$ cat src/ppf_params.svh
/*
  Timing counts and reset values for the port pin function block.
  Assumes inclusion by bare name from the port pins module only.
*/
`ifndef PPF_PARAMS_SVH
`define PPF_PARAMS_SVH

`define PPF_DIR_RESET_A     8'h00
`define PPF_DIR_RESET_B     5'h00
`define PPF_DIR_RESET_C     6'h00
`define PPF_OP_DIV          2
`define PPF_USB_DIV         4
`define PPF_START_LONG      4064
`define PPF_START_SHORT     128
`define PPF_ADC_CH_FOUR     3
`define PPF_ADC_CH_FIVE     4

`endif

$ cat src/ppf_pkg.sv
/*
  Types shared by the port pin function block.
  Assumes ppf_params.svh is on the include path.
*/
package ppf_pkg;
  typedef enum logic [1:0] {
    PPF_ST_OSC   = 2'b00,
    PPF_ST_RUN   = 2'b01
  } ppf_state_t;
  typedef logic [7:0] ppf_port_a_t;
  typedef logic [4:0] ppf_port_b_t;
  typedef logic [5:0] ppf_port_c_t;
endpackage : ppf_pkg

$ cat src/ppf_sync_if.sv
/*
  Interface carrying synchronised pin levels between block modules.
  Assumes one clock domain.
*/
interface ppf_sync_if;
  logic [7:0] pa;
  logic [4:0] pb;
  logic [5:0] pc;
  logic       irq_n;
  logic       rst_n;
  modport src (output pa, pb, pc, irq_n, rst_n);
  modport dst (input pa, pb, pc, irq_n, rst_n);
endinterface : ppf_sync_if

$ cat src/ppf_pin_sync.sv
/*
  Two-flop synchroniser for every pin input of the block.
  Assumes asynchronous pin levels; reset values are the idle levels.
*/
module ppf_pin_sync
  import ppf_pkg::*;
(
  input  wire logic       core_clk,
  input  wire logic       sys_rst,
  input  wire logic [7:0] pa_in,
  input  wire logic [4:0] pb_in,
  input  wire logic [5:0] pc_in,
  input  wire logic       irq_n_in,
  input  wire logic       rst_n_in,
  ppf_sync_if.src         sync
);
  logic [20:0] meta_q;
  logic [20:0] stab_q;

  always_ff @(posedge core_clk or posedge sys_rst) begin
    if (sys_rst) begin
      meta_q <= 21'h1fffff;
      stab_q <= 21'h1fffff;
    end else begin
      meta_q <= {pa_in, pb_in, pc_in, irq_n_in, rst_n_in};
      stab_q <= meta_q;
    end
  end

  assign sync.pa    = stab_q[20:13];
  assign sync.pb    = stab_q[12:8];
  assign sync.pc    = stab_q[7:2];
  assign sync.irq_n = stab_q[1];
  assign sync.rst_n = stab_q[0];
endmodule : ppf_pin_sync

$ cat src/ppf_irq_detect.sv
/*
  Falling-edge or edge-plus-level detector for one interrupt source.
  Assumes a synchronised active-low input.
*/
module ppf_irq_detect (
  input  wire logic core_clk,
  input  wire logic sys_rst,
  input  wire logic lvl_n,
  input  wire logic level_mode,
  output logic      req
);
  logic prev_q;

  always_ff @(posedge core_clk or posedge sys_rst) begin
    if (sys_rst) begin
      prev_q <= 1'b1;
    end else begin
      prev_q <= lvl_n;
    end
  end

  // A request on the falling edge, or in level mode for as long as the line stays low.
  assign req = (prev_q & ~lvl_n) | (level_mode & ~lvl_n);
endmodule : ppf_irq_detect

$ cat src/ppf_port_pins.sv
/*
  Port pin function control: direction, pull-ups, slow edges, pin
  takeover by interrupt, capture and converter functions, clock
  dividers, start-up delay and the bidirectional reset pin.
  Assumes software registers arrive as plain ports on core_clk, and
  that core_clk stands in for the oscillator clock.
*/
// Functional notes
// - All port lines are inputs after any reset; software sets direction.
// - Operating clock enable runs at half the oscillator rate.
// - Low-speed USB bit enable is the oscillator clock divided by four.
// - Hold off after oscillator start for 4064 or 128 cycles.
// - Interrupt triggers on falling edge, or falling edge and low level.
// - Optionally OR port A lines 0-3 into the interrupt, same sensitivity.
// - External low reset pin resets; low-voltage reset drives the pin.
// - Second interrupt enabled makes port A line 4 a separate input.
// - Capture enabled makes port B line 0 the timer capture input.
// - Converter on: port C 0-3 channels, lines 4 and 5 references.
// - Converter on: port B lines 3 and 4 are channels four and five.
// - Port B pull-ups switch under software; port C has none.
// - Slow falling-edge control on port B and port A lines 6 and 7.
// - Port A lines 6 and 7 high sink drive chosen by build option.
`include "ppf_params.svh"
module ppf_port_pins
  import ppf_pkg::*;
#(
  parameter bit          SHORT_START  = 1'b0,
  parameter bit          LEVEL_IRQ    = 1'b0,
  parameter bit          KBD_IRQ      = 1'b0,
  parameter bit          HIGH_SINK    = 1'b0,
  parameter int unsigned START_LONG   = `PPF_START_LONG
)(
  input  wire logic            core_clk,
  input  wire logic            sys_rst,
  input  wire ppf_pkg::ppf_port_a_t pa_in,
  input  wire ppf_pkg::ppf_port_b_t pb_in,
  input  wire ppf_pkg::ppf_port_c_t pc_in,
  input  wire logic            irq_n_in,
  input  wire logic            reset_pin_in,
  input  wire logic            low_voltage_reset,
  input  wire logic            dir_wr_a,
  input  wire logic            dir_wr_b,
  input  wire logic            dir_wr_c,
  input  wire logic            out_wr,
  input  wire logic            cfg_wr,
  input  wire logic [7:0]      wdata_a,
  input  wire logic [4:0]      wdata_b,
  input  wire logic [5:0]      wdata_c,
  input  wire logic            second_irq_en,
  input  wire logic            capture_en,
  input  wire logic            adc_on,
  output ppf_pkg::ppf_port_a_t pa_out,
  output ppf_pkg::ppf_port_a_t pa_oe,
  output ppf_pkg::ppf_port_b_t pb_out,
  output ppf_pkg::ppf_port_b_t pb_oe,
  output ppf_pkg::ppf_port_c_t pc_out,
  output ppf_pkg::ppf_port_c_t pc_oe,
  output ppf_pkg::ppf_port_b_t pb_pullup,
  output ppf_pkg::ppf_port_a_t pa_pullup,
  output logic [6:0]           slow_edge,
  output logic [1:0]           pa_high_sink,
  output ppf_pkg::ppf_port_a_t pa_read,
  output ppf_pkg::ppf_port_b_t pb_read,
  output ppf_pkg::ppf_port_c_t pc_read,
  output logic                 irq_req,
  output logic                 second_irq_req,
  output logic                 timer_capture_input,
  output logic [5:0]           adc_channels,
  output logic                 op_clk_en,
  output logic                 usb_bit_en,
  output logic                 core_run,
  output logic                 reset_pin_out,
  output logic                 reset_pin_oe,
  output logic                 chip_reset
);
  import ppf_pkg::*;

  localparam int unsigned START_CYC =
    SHORT_START ? `PPF_START_SHORT : START_LONG;

  // Every pin level passes two flops before any logic reads it, so a
  // level that changes near an edge cannot split between two readers.
  ppf_sync_if sync ();
  ppf_pin_sync u_sync (
    .core_clk (core_clk),
    .sys_rst  (sys_rst),
    .pa_in    (pa_in),
    .pb_in    (pb_in),
    .pc_in    (pc_in),
    .irq_n_in (irq_n_in),
    .rst_n_in (reset_pin_in),
    .sync     (sync.src)
  );

  // Internal reset from the reset pin, the low-voltage detector or sys_rst.
  // The detector pulls the pin low itself, so circuits sharing the pin
  // see the same reset; the pin is never driven high.
  logic rst_int;
  assign rst_int = chip_reset;

  always_ff @(posedge core_clk or posedge sys_rst) begin
    if (sys_rst) begin
      chip_reset    <= 1'b1;
      reset_pin_out <= 1'b0;
      reset_pin_oe  <= 1'b0;
    end else begin
      chip_reset    <= ~sync.rst_n | low_voltage_reset;
      reset_pin_out <= 1'b0;
      reset_pin_oe  <= low_voltage_reset;
    end
  end

  // Clock dividers produce one-cycle enables.
  // Both enables come from one counter, so every bit enable coincides
  // with an operating enable.
  logic [1:0] div_q;
  always_ff @(posedge core_clk or posedge sys_rst) begin
    if (sys_rst) begin
      div_q      <= 2'h0;
      op_clk_en  <= 1'b0;
      usb_bit_en <= 1'b0;
    end else begin
      div_q      <= div_q + 2'h1;
      op_clk_en  <= div_q[0];
      usb_bit_en <= (div_q == 2'(`PPF_USB_DIV - 1));
    end
  end

  // Start-up delay after oscillator start or any reset.
  // The count restarts on every internal reset, so even a short glitch
  // on the reset pin costs the full delay.
  ppf_state_t  st_q;
  logic [11:0] start_q;
  always_ff @(posedge core_clk or posedge sys_rst) begin
    if (sys_rst) begin
      st_q     <= PPF_ST_OSC;
      start_q  <= 12'h000;
      core_run <= 1'b0;
    end else if (rst_int) begin
      st_q     <= PPF_ST_OSC;
      start_q  <= 12'h000;
      core_run <= 1'b0;
    end else begin
      case (st_q)
        PPF_ST_OSC: begin
          start_q <= start_q + 12'h001;
          if (start_q == 12'(START_CYC - 1)) begin
            st_q     <= PPF_ST_RUN;
            core_run <= 1'b1;
          end
        end
        PPF_ST_RUN: core_run <= 1'b1;
        default: st_q <= PPF_ST_OSC;
      endcase
    end
  end

  // Software registers: direction, output data, pull-ups, slow edges.
  ppf_port_a_t dir_a_q, dat_a_q, pur_a_q;
  ppf_port_b_t dir_b_q, dat_b_q, pur_b_q;
  ppf_port_c_t dir_c_q, dat_c_q;
  logic [6:0]  slow_q;

  always_ff @(posedge core_clk or posedge sys_rst) begin
    if (sys_rst) begin
      dir_a_q <= `PPF_DIR_RESET_A;
      dir_b_q <= `PPF_DIR_RESET_B;
      dir_c_q <= `PPF_DIR_RESET_C;
    end else if (rst_int) begin
      dir_a_q <= `PPF_DIR_RESET_A;
      dir_b_q <= `PPF_DIR_RESET_B;
      dir_c_q <= `PPF_DIR_RESET_C;
    end else begin
      if (dir_wr_a) dir_a_q <= wdata_a;
      if (dir_wr_b) dir_b_q <= wdata_b;
      if (dir_wr_c) dir_c_q <= wdata_c;
    end
  end

  always_ff @(posedge core_clk or posedge sys_rst) begin
    if (sys_rst) begin
      dat_a_q <= 8'h00;
      dat_b_q <= 5'h00;
      dat_c_q <= 6'h00;
    end else if (out_wr) begin
      dat_a_q <= wdata_a;
      dat_b_q <= wdata_b;
      dat_c_q <= wdata_c;
    end
  end

  always_ff @(posedge core_clk or posedge sys_rst) begin
    if (sys_rst) begin
      pur_a_q <= 8'h00;
      pur_b_q <= 5'h00;
      slow_q  <= 7'h00;
    end else if (rst_int) begin
      pur_a_q <= 8'h00;
      pur_b_q <= 5'h00;
      slow_q  <= 7'h00;
    end else if (cfg_wr) begin
      pur_a_q <= wdata_a;
      pur_b_q <= wdata_b;
      slow_q  <= {wdata_a[7:6], wdata_b};
    end
  end

  // Pin takeover masks: a taken line is never driven as an output.
  ppf_port_b_t take_b;
  ppf_port_c_t take_c;
  ppf_port_a_t take_a;
  // The keyboard lines only feed the interrupt OR; their direction stays
  // with software, so they are not masked here.
  assign take_a = {3'h0, second_irq_en, 4'h0};
  assign take_b = {adc_on, adc_on, 2'h0, capture_en};
  assign take_c = adc_on ? 6'h3f : 6'h00;

  always_ff @(posedge core_clk or posedge sys_rst) begin
    if (sys_rst) begin
      pa_out <= 8'h00;
      pa_oe  <= 8'h00;
      pb_out <= 5'h00;
      pb_oe  <= 5'h00;
      pc_out <= 6'h00;
      pc_oe  <= 6'h00;
    end else begin
      pa_out <= dat_a_q;
      pa_oe  <= dir_a_q & ~take_a;
      pb_out <= dat_b_q;
      pb_oe  <= dir_b_q & ~take_b;
      pc_out <= dat_c_q;
      pc_oe  <= dir_c_q & ~take_c;
    end
  end

  // Pull-ups, slow edges and sink strength; pull-ups off where driven.
  always_ff @(posedge core_clk or posedge sys_rst) begin
    if (sys_rst) begin
      pa_pullup    <= 8'h00;
      pb_pullup    <= 5'h00;
      slow_edge    <= 7'h00;
      pa_high_sink <= 2'h0;
    end else begin
      pa_pullup    <= pur_a_q & ~dir_a_q;
      pb_pullup    <= pur_b_q & ~dir_b_q & ~take_b;
      slow_edge    <= slow_q;
      pa_high_sink <= HIGH_SINK ? 2'h3 : 2'h0;
    end
  end

  // Interrupt sources: dedicated pin, optional port A OR, second input.
  // A low keyboard line looks like a low on the pin, so both share one
  // detector and therefore one sensitivity.
  logic irq_any_n;
  logic irq_det;
  logic second_interrupt_input_det;
  assign irq_any_n = sync.irq_n & (KBD_IRQ ? &sync.pa[3:0] : 1'b1);

  ppf_irq_detect u_irq (
    .core_clk   (core_clk),
    .sys_rst    (sys_rst),
    .lvl_n      (irq_any_n),
    .level_mode (LEVEL_IRQ),
    .req        (irq_det)
  );
  ppf_irq_detect u_second_interrupt_input (
    .core_clk   (core_clk),
    .sys_rst    (sys_rst),
    .lvl_n      (sync.pa[4]),
    .level_mode (1'b0),
    .req        (second_interrupt_input_det)
  );

  always_ff @(posedge core_clk or posedge sys_rst) begin
    if (sys_rst) begin
      irq_req             <= 1'b0;
      second_irq_req      <= 1'b0;
      timer_capture_input <= 1'b1;
      adc_channels        <= 6'h00;
    end else begin
      irq_req             <= irq_det;
      second_irq_req      <= second_irq_en & second_interrupt_input_det;
      timer_capture_input <= capture_en ? sync.pb[0] : 1'b1;
      adc_channels        <= adc_on ? {sync.pb[`PPF_ADC_CH_FIVE],
                                        sync.pb[`PPF_ADC_CH_FOUR],
                                        sync.pc[3:0]} : 6'h00;
    end
  end

  // Pin readback: lines with direction set read their latch, others the pin.
  // Reading the latch keeps a heavily loaded output from reading wrong.
  always_ff @(posedge core_clk or posedge sys_rst) begin
    if (sys_rst) begin
      pa_read <= 8'h00;
      pb_read <= 5'h00;
      pc_read <= 6'h00;
    end else begin
      pa_read <= (dir_a_q & dat_a_q) | (~dir_a_q & sync.pa);
      pb_read <= (dir_b_q & dat_b_q) | (~dir_b_q & sync.pb);
      pc_read <= (dir_c_q & dat_c_q) | (~dir_c_q & sync.pc);
    end
  end
endmodule : ppf_port_pins

$ cat config.mk
export PLATFORM = sky130hd
export DESIGN_NAME = ppf_port_pins
export DESIGN_NICKNAME = d
export VERILOG_FILES = /design/src/ppf_pkg.sv /design/src/ppf_sync_if.sv /design/src/ppf_pin_sync.sv /design/src/ppf_irq_detect.sv /design/src/ppf_port_pins.sv
export VERILOG_INCLUDE_DIRS = /design/src
export SDC_FILE = /design/constraint.sdc
export NUM_CORES = 1
export LEC_CHECK = 0
export ABC_AREA = 1
export BUFFER_PORTS_ARGS = -buffer_cell sky130_fd_sc_hd__buf_4
export CORE_UTILIZATION = 45
export CTS_CLUSTER_SIZE = 40
export DETAILED_ROUTE_END_ITERATION = 16
export PLACE_DENSITY_LB_ADDON = 0.08
export SYNTH_ARGS = -nofsm -noshare
export SYNTH_HDL_FRONTEND = slang
export SYNTH_HIERARCHICAL = 1
export SYNTH_SLANG_ARGS = --single-unit
$ cat constraint.sdc
create_clock -name core_clk -period 14 [get_ports core_clk]
set_clock_uncertainty 0.1 [all_clocks]
set_input_delay 1.4 -clock core_clk [delete_from_list [all_inputs] [get_ports core_clk]]
set_output_delay 1.4 -clock core_clk [all_outputs]
set_load 0.03 [all_outputs]
After elaboration in Yosys (flattened, before gate mapping)
Cells that the tools add are included.

word-level totals
  register bits after elaboration = 209
  input bits = 51
  output and inout bits = 94

operators by class
  add/sub/neg operators = 2
  eq/ne operators = 5
  muxes and demuxes = 23
  bitwise logic cells = 28
  reductions and logical operators = 9

operators by type and width
  kind                                                             number
  8-bit AND                                                        4
  8-bit two-way mux                                                4
  5-bit AND                                                        5
  12-bit two-way mux                                               2
  6-bit two-way mux                                                4
  5-bit two-way mux                                                4
  6-bit AND                                                        3
  7-bit two-way mux                                                2
  12-bit by 1-bit adder with 12-bit output, second input constant  1
  12-bit equality test, second input constant                      1
  6-bit NOT                                                        2
  5-bit NOT                                                        2
  2-bit nonzero test                                               5
  5-bit NOT with 8-bit output                                      1
  8-bit NOT                                                        1
  8-bit bitwise OR                                                 1
  6-bit bitwise OR                                                 1
  5-bit bitwise OR                                                 1
  2-bit two-way mux                                                2
  2-bit one-hot mux with 2 select lines                            1
  2-bit AND reduction                                              2
  1-bit AND                                                        3
  1-bit two-way mux                                                3
  3-bit != test, second input constant                             1
  9 further kinds                                                  11

Logic depth before layout (Yosys ltp)
Gate-level depths: netlist of run 1.

  word-level depth = 4
  gate-level depth with buffers = 8
  gate-level depth less buffers = 8

Modules after synthesis
The synthesis of run 1 kept the hierarchy.

modules (own cells, without submodules)
  module          times used  cells an instance  area each (µm²)  seq. area each (µm²)
  ppf_port_pins   1           503                5,434.0          3,931.3
  ppf_pin_sync    1           43                 1,107.3          1,103.6
  ppf_irq_detect  2           6                  45.0             26.3

Worst setup path after synthesis of run 1
No wires, ideal clock.

  path kind = flip-flop to output port
  start = register chip_reset
  end = output chip_reset
  arrival time = 0.635 ns
  required time = 12.500 ns
  slack = 11.865 ns
  cell stages (with the launch flop) = 1
  cells stage by stage = dfstp_2

RTL lines
  item                    RTL line              text
  from (decl)             ppf_port_pins.sv:74   output logic chip_reset
  from (signal assigned)  ppf_port_pins.sv:107  chip_reset <= ~sync.rst_n | low_voltage_reset;

No word-level cell between the ends.

Worst setup path after layout of run 1
  start = register chip_reset
  end = output chip_reset

No word-level cell between the ends.

==> reports/results.ini, run 1 <==
[cts]
cts-buffers-inserted=21
clock-sinks=201
clockBufferDepth=3
htree_levels=1
clk_latency_ns=0.47
post_cts.resized_instances=0
clk_tree_root_cell=clkbuf_16
cts_hold_buffers=0
cts.clk_slew.worst_paths_ns=0.06
cts_setup_buffers=0
tritoncts_clock_tree=built

[yosys]
netlist_instances=558
avgSynthCellArea_um2=11.88
synth.lib_cells_used.distinct=23
ys_ff_latch=201
synth_sequential_area_ratio=0.7672
post_synth_instance_area_um2=6631
yosys_warnings=6

[critical_path]
worst_setup_path_end_kind=output port
critPathMaxStageDelay_ns=0.66
required_ns=12.50
critPathMaxFanout=7
critical_path_depth=1
cpLargestDelayFamily=flip-flops
critical_path_buf_inv_count=1
cp_data_arrival_time_ns=1.33
critical_path_class=reg -> out
timing.critical_path.from_type=flip-flop
cp_cell_sequence=buf_4
r2r.worst_path.cells=3
worst_path_max_delay_cell=dfstp_2

[timing]
tightestPinTransition_ns=1.114
crit_path_time_final_ns=2.831
slew_headroom=0.2564
setup_ws_ns=11.17
grt_setup_unrepaired=no
max_clock_freq_mhz=353.2
report.final.setup_viol=0
setup_tns_ns=0
finalHoldViolations=0
post-route-period-util=0.2022
finalMaxSlewViolations=0

[final_layout]
fillerInstances=1166
nets=765
antenna_cells=0
postLayoutCellArea_um2=8512
top_library_cells_by_usage_in_the_layout_fill_and_taps_aside=dfrtp_1, buf_4, nand2_1
final_common_cell=dfrtp_1
post-route-util=0.6016
area_growth_from_synthesis_to_layout_pct=28.36
drive_above_1_share=0.3103

[global_route]
gr-usage-all-layers=0.1841
grt_antenna_before_repair=0
largest_net_degree_at_the_start_of_global_routing=85
sum_of_overflow_across_all_layers_after_global_routing=0
grt_pass1_vias=4242
grt_pass1_wl_um=21330

[placement]
dpl_cell_area_um2=7853
gp_routability_congestion=0.7719
setup_slack_after_placement_ns=10.76
io_buffers=141
dpl.hpwl_um=8603

[drt]
first_drt_pass_iteration_count=4
drt-vias-per-instance=4.645
post-route-drc-count=0
ant_nets=0
routed_wire_length_per_instance_um=14.68
num_vias=4204
wl_um=13290
initialDrtViolationCount=217

[pwr]
cellLeakagePower_uw=0.004271
total_switching_power_uw=288.4
total_power_uw=1261
worst_ir_drop_vdd_mv=0.08313
clock_power_share=0.416
power.density_cell_area_nw_per_um2=148.2
internal_power_uw=973.0
register_share_of_total_power=0.501
power_switching_share=0.2287
combPwrFrac=0.083

[outcome]
status=finished clean

[hold_path]
min_path_cells=0
min-delay-path-class=reg -> reg

[die]
die-height_um=123.4
core_region_area_um2=14150
floorplan.io_pins=145
num_rows=43
dieArea_um2=15230
die_w_um=123.4
initial_utilization=0.4687

[run]
cap_viol_max_count=0

## flip-flops by register name, indices dropped and copies added (netlist names), 7 cells and up
signal         count
dat_a_q            8
u_sync/meta_q     21
u_sync/stab_q     21
slow_edge          7
start_q           12
pa_oe              8
pa_out             8
pa_pullup          8
pa_read            8
dir_a_q            8
pur_a_q            8
## synthesized netlist by cell type
cell,count,area [um2]
dfrtp_1,155,3879
nand2_1,112,420.4
inv_1,69,259.0
o21ai_0,63,315.3
nor2_1,55,206.5
dfstp_2,46,1209
nand3_1,15,75.07
a21oi_1,14,70.07
buf_2,6,30.03
buf_4,5,37.54
clkbuf_1,3,11.26
ha_1,2,25.02
nor2_2,2,12.51
nor3_1,2,10.01
buf_6,1,11.26
conb_1,1,3.750
inv_2,1,3.750
mux2_2,1,11.26
nand3_2,1,10.01
nand4_1,1,6.260
nor2_4,1,11.26
o21bai_1,1,7.510
or2_2,1,6.260
## cell families (layout without fill, tap and decap cells)
kind of cell / after synthesis / in the layout / share of synthesized area
AO/OA/AOI/OAI: 78 / 78 / 0.05925
adder cells (fa/ha/maj): 2 / 2 / 0.003773
buffers and inverters: 85 / 248 / 0.05321
flip-flops: 201 / 201 / 0.7672
multiplexers: 1 / 1 / 0.001698
other: 1 / 5 / 0.0005655
AND/OR/NAND/NOR: 190 / 190 / 0.1143
## area by class of cell
type,count,area (um2),area share
clock buffer,34,624.3,0.07335
clock inverter,2,35.03,0.004116
inverter,70,267.8,0.03146
multi-input combinational,276,1206,0.1417
sequential,201,5087,0.5977
tap,180,225.2,0.02646
timing repair buffer,142,1066,0.1252
## through the flow
stage                     instances  hold WS, ns
after detailed placement        869       0.2468
after global routing            905       0.2561
final                           905       0.2517
after CTS                       905       0.2538
after floorplan                 562       0.2452
after global placement          869       0.2454
## path summary, 6_finish.rpt
| kind | startpoint | end | slack [ns] |
|---|---|---|---|
| max in group asynchronous | sys_rst | dir_c_q[5] | 11.39 |
| min reg2reg | u_sync/meta_q[12] | u_sync/stab_q[12] | 0.25 |
| min | u_sync/meta_q[12] | u_sync/stab_q[12] | 0.25 |
| max | chip_reset | chip_reset | 11.17 |
| min in group asynchronous | sys_rst | u_second_interrupt_input/prev_q | 0.87 |
| max reg2reg | chip_reset | dir_b_q[4] | 12.17 |
## layer usage
layer / global-route usage / up-vias / share of wire
met5: 0 / - / 0
met4: 0.05422 / 0 / 0.026
met3: 0.03598 / 23 / 0.053
met2: 0.2985 / 110 / 0.47
met1: 0.2527 / 2050 / 0.45
li1: - / 2021 / -
## power by group through the flow
stage / logic (uW) / clock network [uW] / registers (uW)
5_1_grt: 115 / 564 / 635
3_5_place_dp: 106 / 0 / 642
6_report: 104 / 525 / 632
2_1_floorplan: 32.4 / 0 / 666
3_3_place_gp: 104 / 0 / 641
4_1_cts: 107 / 539 / 632
Note: power is estimated with default switching activity, not from simulation.
==> run 2: changes to the inputs <==
clock period = 2.8 ns   (was 14 ns; I/O delays follow)
==> run 2 against run 1 <==
Compared with the run above: largest power group unchanged; final cell count rose by 5.3%; via count rose by 4.3%; sequential power rose to 5.0 times the previous value; worst hold slack got worse by 0.22 ns.
==> reports/results.ini, run 2 (synthesis results as in run 1) <==
[die]
floorplan.io_pins=145
die_w_um=123.4
dieArea_um2=15230
die-height_um=123.4
core_region_area_um2=14150
initial_utilization=0.4687
num_rows=43

[global_route]
grt_pass1_vias=4408
gr-usage-all-layers=0.1880
grt_antenna_before_repair=0
sum_of_overflow_across_all_layers_after_global_routing=0
largest_net_degree_at_the_start_of_global_routing=88
grt_pass1_wl_um=21920

[drt]
wl_um=13660
num_vias=4384
drt-vias-per-instance=4.600
first_drt_pass_iteration_count=4
initialDrtViolationCount=228
routed_wire_length_per_instance_um=14.33
post-route-drc-count=0
ant_nets=0

[cts]
tritoncts_clock_tree=built
cts-buffers-inserted=21
clock-sinks=201
htree_levels=1
clk_tree_root_cell=clkbuf_16
post_cts.resized_instances=0
cts_setup_buffers=0
cts.clk_slew.worst_paths_ns=0.06
clockBufferDepth=3
clk_latency_ns=0.48

[pwr]
power.density_cell_area_nw_per_um2=716.5
internal_power_uw=4988
cellLeakagePower_uw=0.004481
total_switching_power_uw=1476
power_switching_share=0.2284
register_share_of_total_power=0.488
combPwrFrac=0.090
worst_ir_drop_vdd_mv=0.6117
clock_power_share=0.422

[timing]
finalHoldViolations=0
finalMaxSlewViolations=0
slew_headroom=0.2443
setup_tns_ns=0
crit_path_time_final_ns=1.801
holdWs_ns=0.03370
grt_setup_unrepaired=no
report.final.setup_viol=0
max_clock_freq_mhz=555.3
tightestPinTransition_ns=1.132
post-route-period-util=0.6431

[final_layout]
postLayoutCellArea_um2=9022
nets=811
final_common_cell=dfrtp_1
drive_above_1_share=0.2937
top_library_cells_by_usage_in_the_layout_fill_and_taps_aside=dfrtp_1, buf_4, nand2_1
registers_with_the_highest_flip_flop_counts=u_sync/meta_q x21, u_sync/stab_q x21, start_q x12
antenna_cells=0
area_growth_from_synthesis_to_layout_pct=36.06

[outcome]
status=finished clean

[hold_path]
min-delay-path-class=in -> reg

[critical_path]
critPathMaxFanout=32
timing.critical_path.from_type=flip-flop
required_ns=3.10
worst_setup_path_end_kind=flip-flop
critical_path_class=reg -> reg
cp_data_arrival_time_ns=2.10

[placement]
io_buffers=141
gp_routability_congestion=0.7444
dpl.hpwl_um=8907
dpl_cell_area_um2=7884

[run]
cap_viol_max_count=0

==> run 2: final cells by class <==
type	count	area, um2
inverters	70	266.5
well taps	180	225.2
clock inverters	4	73.82
clock buffers	34	614.3
flip-flops and latches	201	5087
multi-input cells	276	1206
repair buffers	188	1549
fillers	1141	5127
==> run 2: final timing paths <==
| check | startpoint | end | slack (ns) | cells after the start |
|---|---|---|---|---|
| worst max-delay path | chip_reset | pur_a_q[1] | 1.0 | 3 |
| worst min-delay path | adc_on | pb_pullup[3] | 0.03 | 2 |
| worst max register to register | chip_reset | pur_a_q[1] | 1.0 | 3 |
| worst min register to register | u_sync/meta_q[17] | u_sync/stab_q[17] | 0.25 | 0 |
| max in group asynchronous | sys_rst | u_sync/stab_q[8] | 1.63 | 3 |
| min in group asynchronous | sys_rst | u_irq/prev_q | 0.30 | 3 |
==> run 2: metal layers <==
layer,track usage,routed length [um],up-vias
met5,0,0,-
met4,0.04518,206,0
met3,0.04336,912,14
met2,0.3066,6543,124
met1,0.2564,5997,2126
li1,-,-,2120
==> run 2: what timing repair did <==
item / 4_1_cts / 5_1_grt
endpoints found under the setup margin: 0 / 0
hold buffers: 45 / 0
hold endpoints to repair: 235 / 0
==> run 2: power groups by stage <==
stage	clock network, uW	logic, uW	registers (uW)
after CTS	2790	590	3160
after global routing	2920	635	3170
after detailed placement	0	538	3210
after global placement	0	530	3200
after floorplan	0	163	3330
final	2730	580	3160
==> run 2: critical path: stages (launching register included) <==
cell and delay [ns]:
dfstp_2 0.40, inv_1 0.82, nand2_1 0.17, o21ai_0 0.22
==> run 2: through the flow <==
step                std cells    util  total power (uW)  worst slack (ns)
floorplan                 562       -              3494            0.4348
global placement          870  0.5572              3731             1.081
detailed placement        870  0.5572              3746             1.058
CTS                       953  0.6376              6543             1.003
global route              953  0.6376              6729            0.7866
finish                    953  0.6376              6465            0.9993
==> run 3: changes to the inputs <==
clock period = 1.6 ns   (was 2.8 ns; I/O delays follow)
==> run 3 against run 2 <==
Compared with the run above: sequential share of layout area shrank 1.0 points; combinational power is 84% higher; final area up 1.8%; via count up 1.3%; critical path type is now reg -> out.
==> reports/results.ini, run 3 (synthesis results as in run 1) <==
[outcome]
status=finished clean

[die]
core_region_area_um2=14150
floorplan.io_pins=145
die_w_um=123.4
dieArea_um2=15230
initial_utilization=0.4687
die-height_um=123.4
num_rows=43

[drt]
wl_um=14110
ant_nets=0
first_drt_pass_iteration_count=4
drt-vias-per-instance=4.566
num_vias=4443
routed_wire_length_per_instance_um=14.51
initialDrtViolationCount=222
post-route-drc-count=0

[placement]
gp_routability_congestion=0.7845
dpl.hpwl_um=9522
dpl_cell_area_um2=7979
io_buffers=141
numPlacedInstances=881

[cts]
cts.clk_slew.worst_paths_ns=0.06
clock-sinks=201
htree_levels=1
tritoncts_clock_tree=built
cts_setup_buffers=0
clockBufferDepth=3
clk_tree_root_cell=clkbuf_16
cts-buffers-inserted=20
clk_latency_ns=0.48

[final_layout]
nets=832
postLayoutCellArea_um2=9188
top_library_cells_by_usage_in_the_layout_fill_and_taps_aside=dfrtp_1, buf_4, nand2_1
drive_above_1_share=0.3014
instances_no_fill=973
final_common_cell=dfrtp_1
registers_with_the_highest_flip_flop_counts=u_sync/meta_q x21, u_sync/stab_q x21, start_q x12
antenna_cells=0
area_growth_from_synthesis_to_layout_pct=38.55

[critical_path]
timing.critical_path.from_type=flip-flop
critPathMaxStageDelay_ns=0.60
required_ns=1.34
cpLargestDelayFamily=flip-flops
cp_cell_sequence=buf_4
critical_path_buf_inv_count=1
r2r_slack_ns=0.20
critPathMaxFanout=7
worst_setup_path_end_kind=output port
critical_path_class=reg -> out
cp_data_arrival_time_ns=1.27
worst_path_max_delay_cell=dfstp_2

[pwr]
power.density_cell_area_nw_per_um2=1211
worst_ir_drop_vdd_mv=0.7216
cellLeakagePower_uw=0.004561
power_switching_share=0.2328
internal_power_uw=8537
clock_power_share=0.408
combPwrFrac=0.096
total_switching_power_uw=2590
register_share_of_total_power=0.496

[global_route]
largest_net_degree_at_the_start_of_global_routing=32
grt_pass1_wl_um=23050
grt_antenna_before_repair=0
gr-usage-all-layers=0.1988
sum_of_overflow_across_all_layers_after_global_routing=0
grt_pass1_vias=4576

[timing]
crit_path_time_final_ns=1.531
report.final.setup_viol=0
post-route-period-util=0.9566
slew_headroom=0.5218
tightestPinTransition_ns=0.7147
max_clock_freq_mhz=653.4
grt_setup_unrepaired=no
finalMaxSlewViolations=0
finalHoldViolations=0

[run]
cap_viol_max_count=0

[hold_path]
min-delay-path-class=in -> reg

## run 3: cell types whose count changed in the layout (fill, tap and decap cells not counted)
cell and delta:
dlygate4sd3_1 +11, buf_4 +10, clkinv_2 +4, clkbuf_8 -3, clkbuf_1 -2, buf_12 +1
bufinv_16 -1, clkbuf_16 +1, inv_6 -1, nor2_1 -1, nor2_2 +1
## run 3: final timing paths
kind / cells after the start / start / to
worst max-delay path: 1 / chip_reset / chip_reset
worst min-delay path: 3 / dir_wr_a / dir_a_q[7]
worst max register to register: 8 / start_q[0] / start_q[8]
worst min register to register: 0 / u_sync/meta_q[5] / u_sync/stab_q[5]
max in group asynchronous: 4 / sys_rst / pa_read[3]
min in group asynchronous: 3 / sys_rst / u_irq/prev_q
## run 3: layout make-up
class                   instances  area [um2]
flip-flops and latches        201        5087
inverters                      70       266.5
well taps                     180       225.2
fillers                      1075        4962
multi-input cells             276        1209
clock inverters                 6       55.05
clock buffers                  30       590.6
repair buffers                210        1754
## run 3: power by group through the flow
stage / Clock, uW / Sequential (uW) / Combinational [uW]
after CTS: 4640 / 5520 / 1090
after global routing: 4860 / 5550 / 1180
final: 4540 / 5520 / 1070
after floorplan: 0 / 5830 / 285
after detailed placement: 0 / 5610 / 972
after global placement: 0 / 5600 / 958
## run 3: repair_timing
action	in CTS	in global routing
hold buffers	56	0
resized for setup	1	0
endpoints found under the hold margin	154	0
endpoints found under the setup margin	6	0
## run 3: layer usage
layer  part of all wire  track usage  wire length [um]
met4              0.018      0.05723               257
met1               0.45       0.2718              6335
met5                  0            0                 0
met2               0.47       0.3247              6669
met3              0.060      0.03828               851
## run 3: stage by stage
| stage | total power, uW | setup WS [ns] | utilization | hold WS, ns | setup TNS, ns |
|---|---|---|---|---|---|
| 2_1_floorplan | 6115 | -0.6452 | - | -0.05030 | -100.34 |
| 3_3_place_gp | 6557 | 0.1064 | 0.5639 | 0.1034 | 0 |
| 3_5_place_dp | 6581 | -0.02695 | 0.5639 | 0.1069 | -0.02695 |
| 4_1_cts | 11250 | 0.05160 | 0.6493 | 0.02057 | 0 |
| 5_1_grt | 11590 | 0.01281 | 0.6493 | 0.06793 | 0 |
| 6_report | 11130 | 0.06948 | 0.6493 | 0.02201 | 0 |
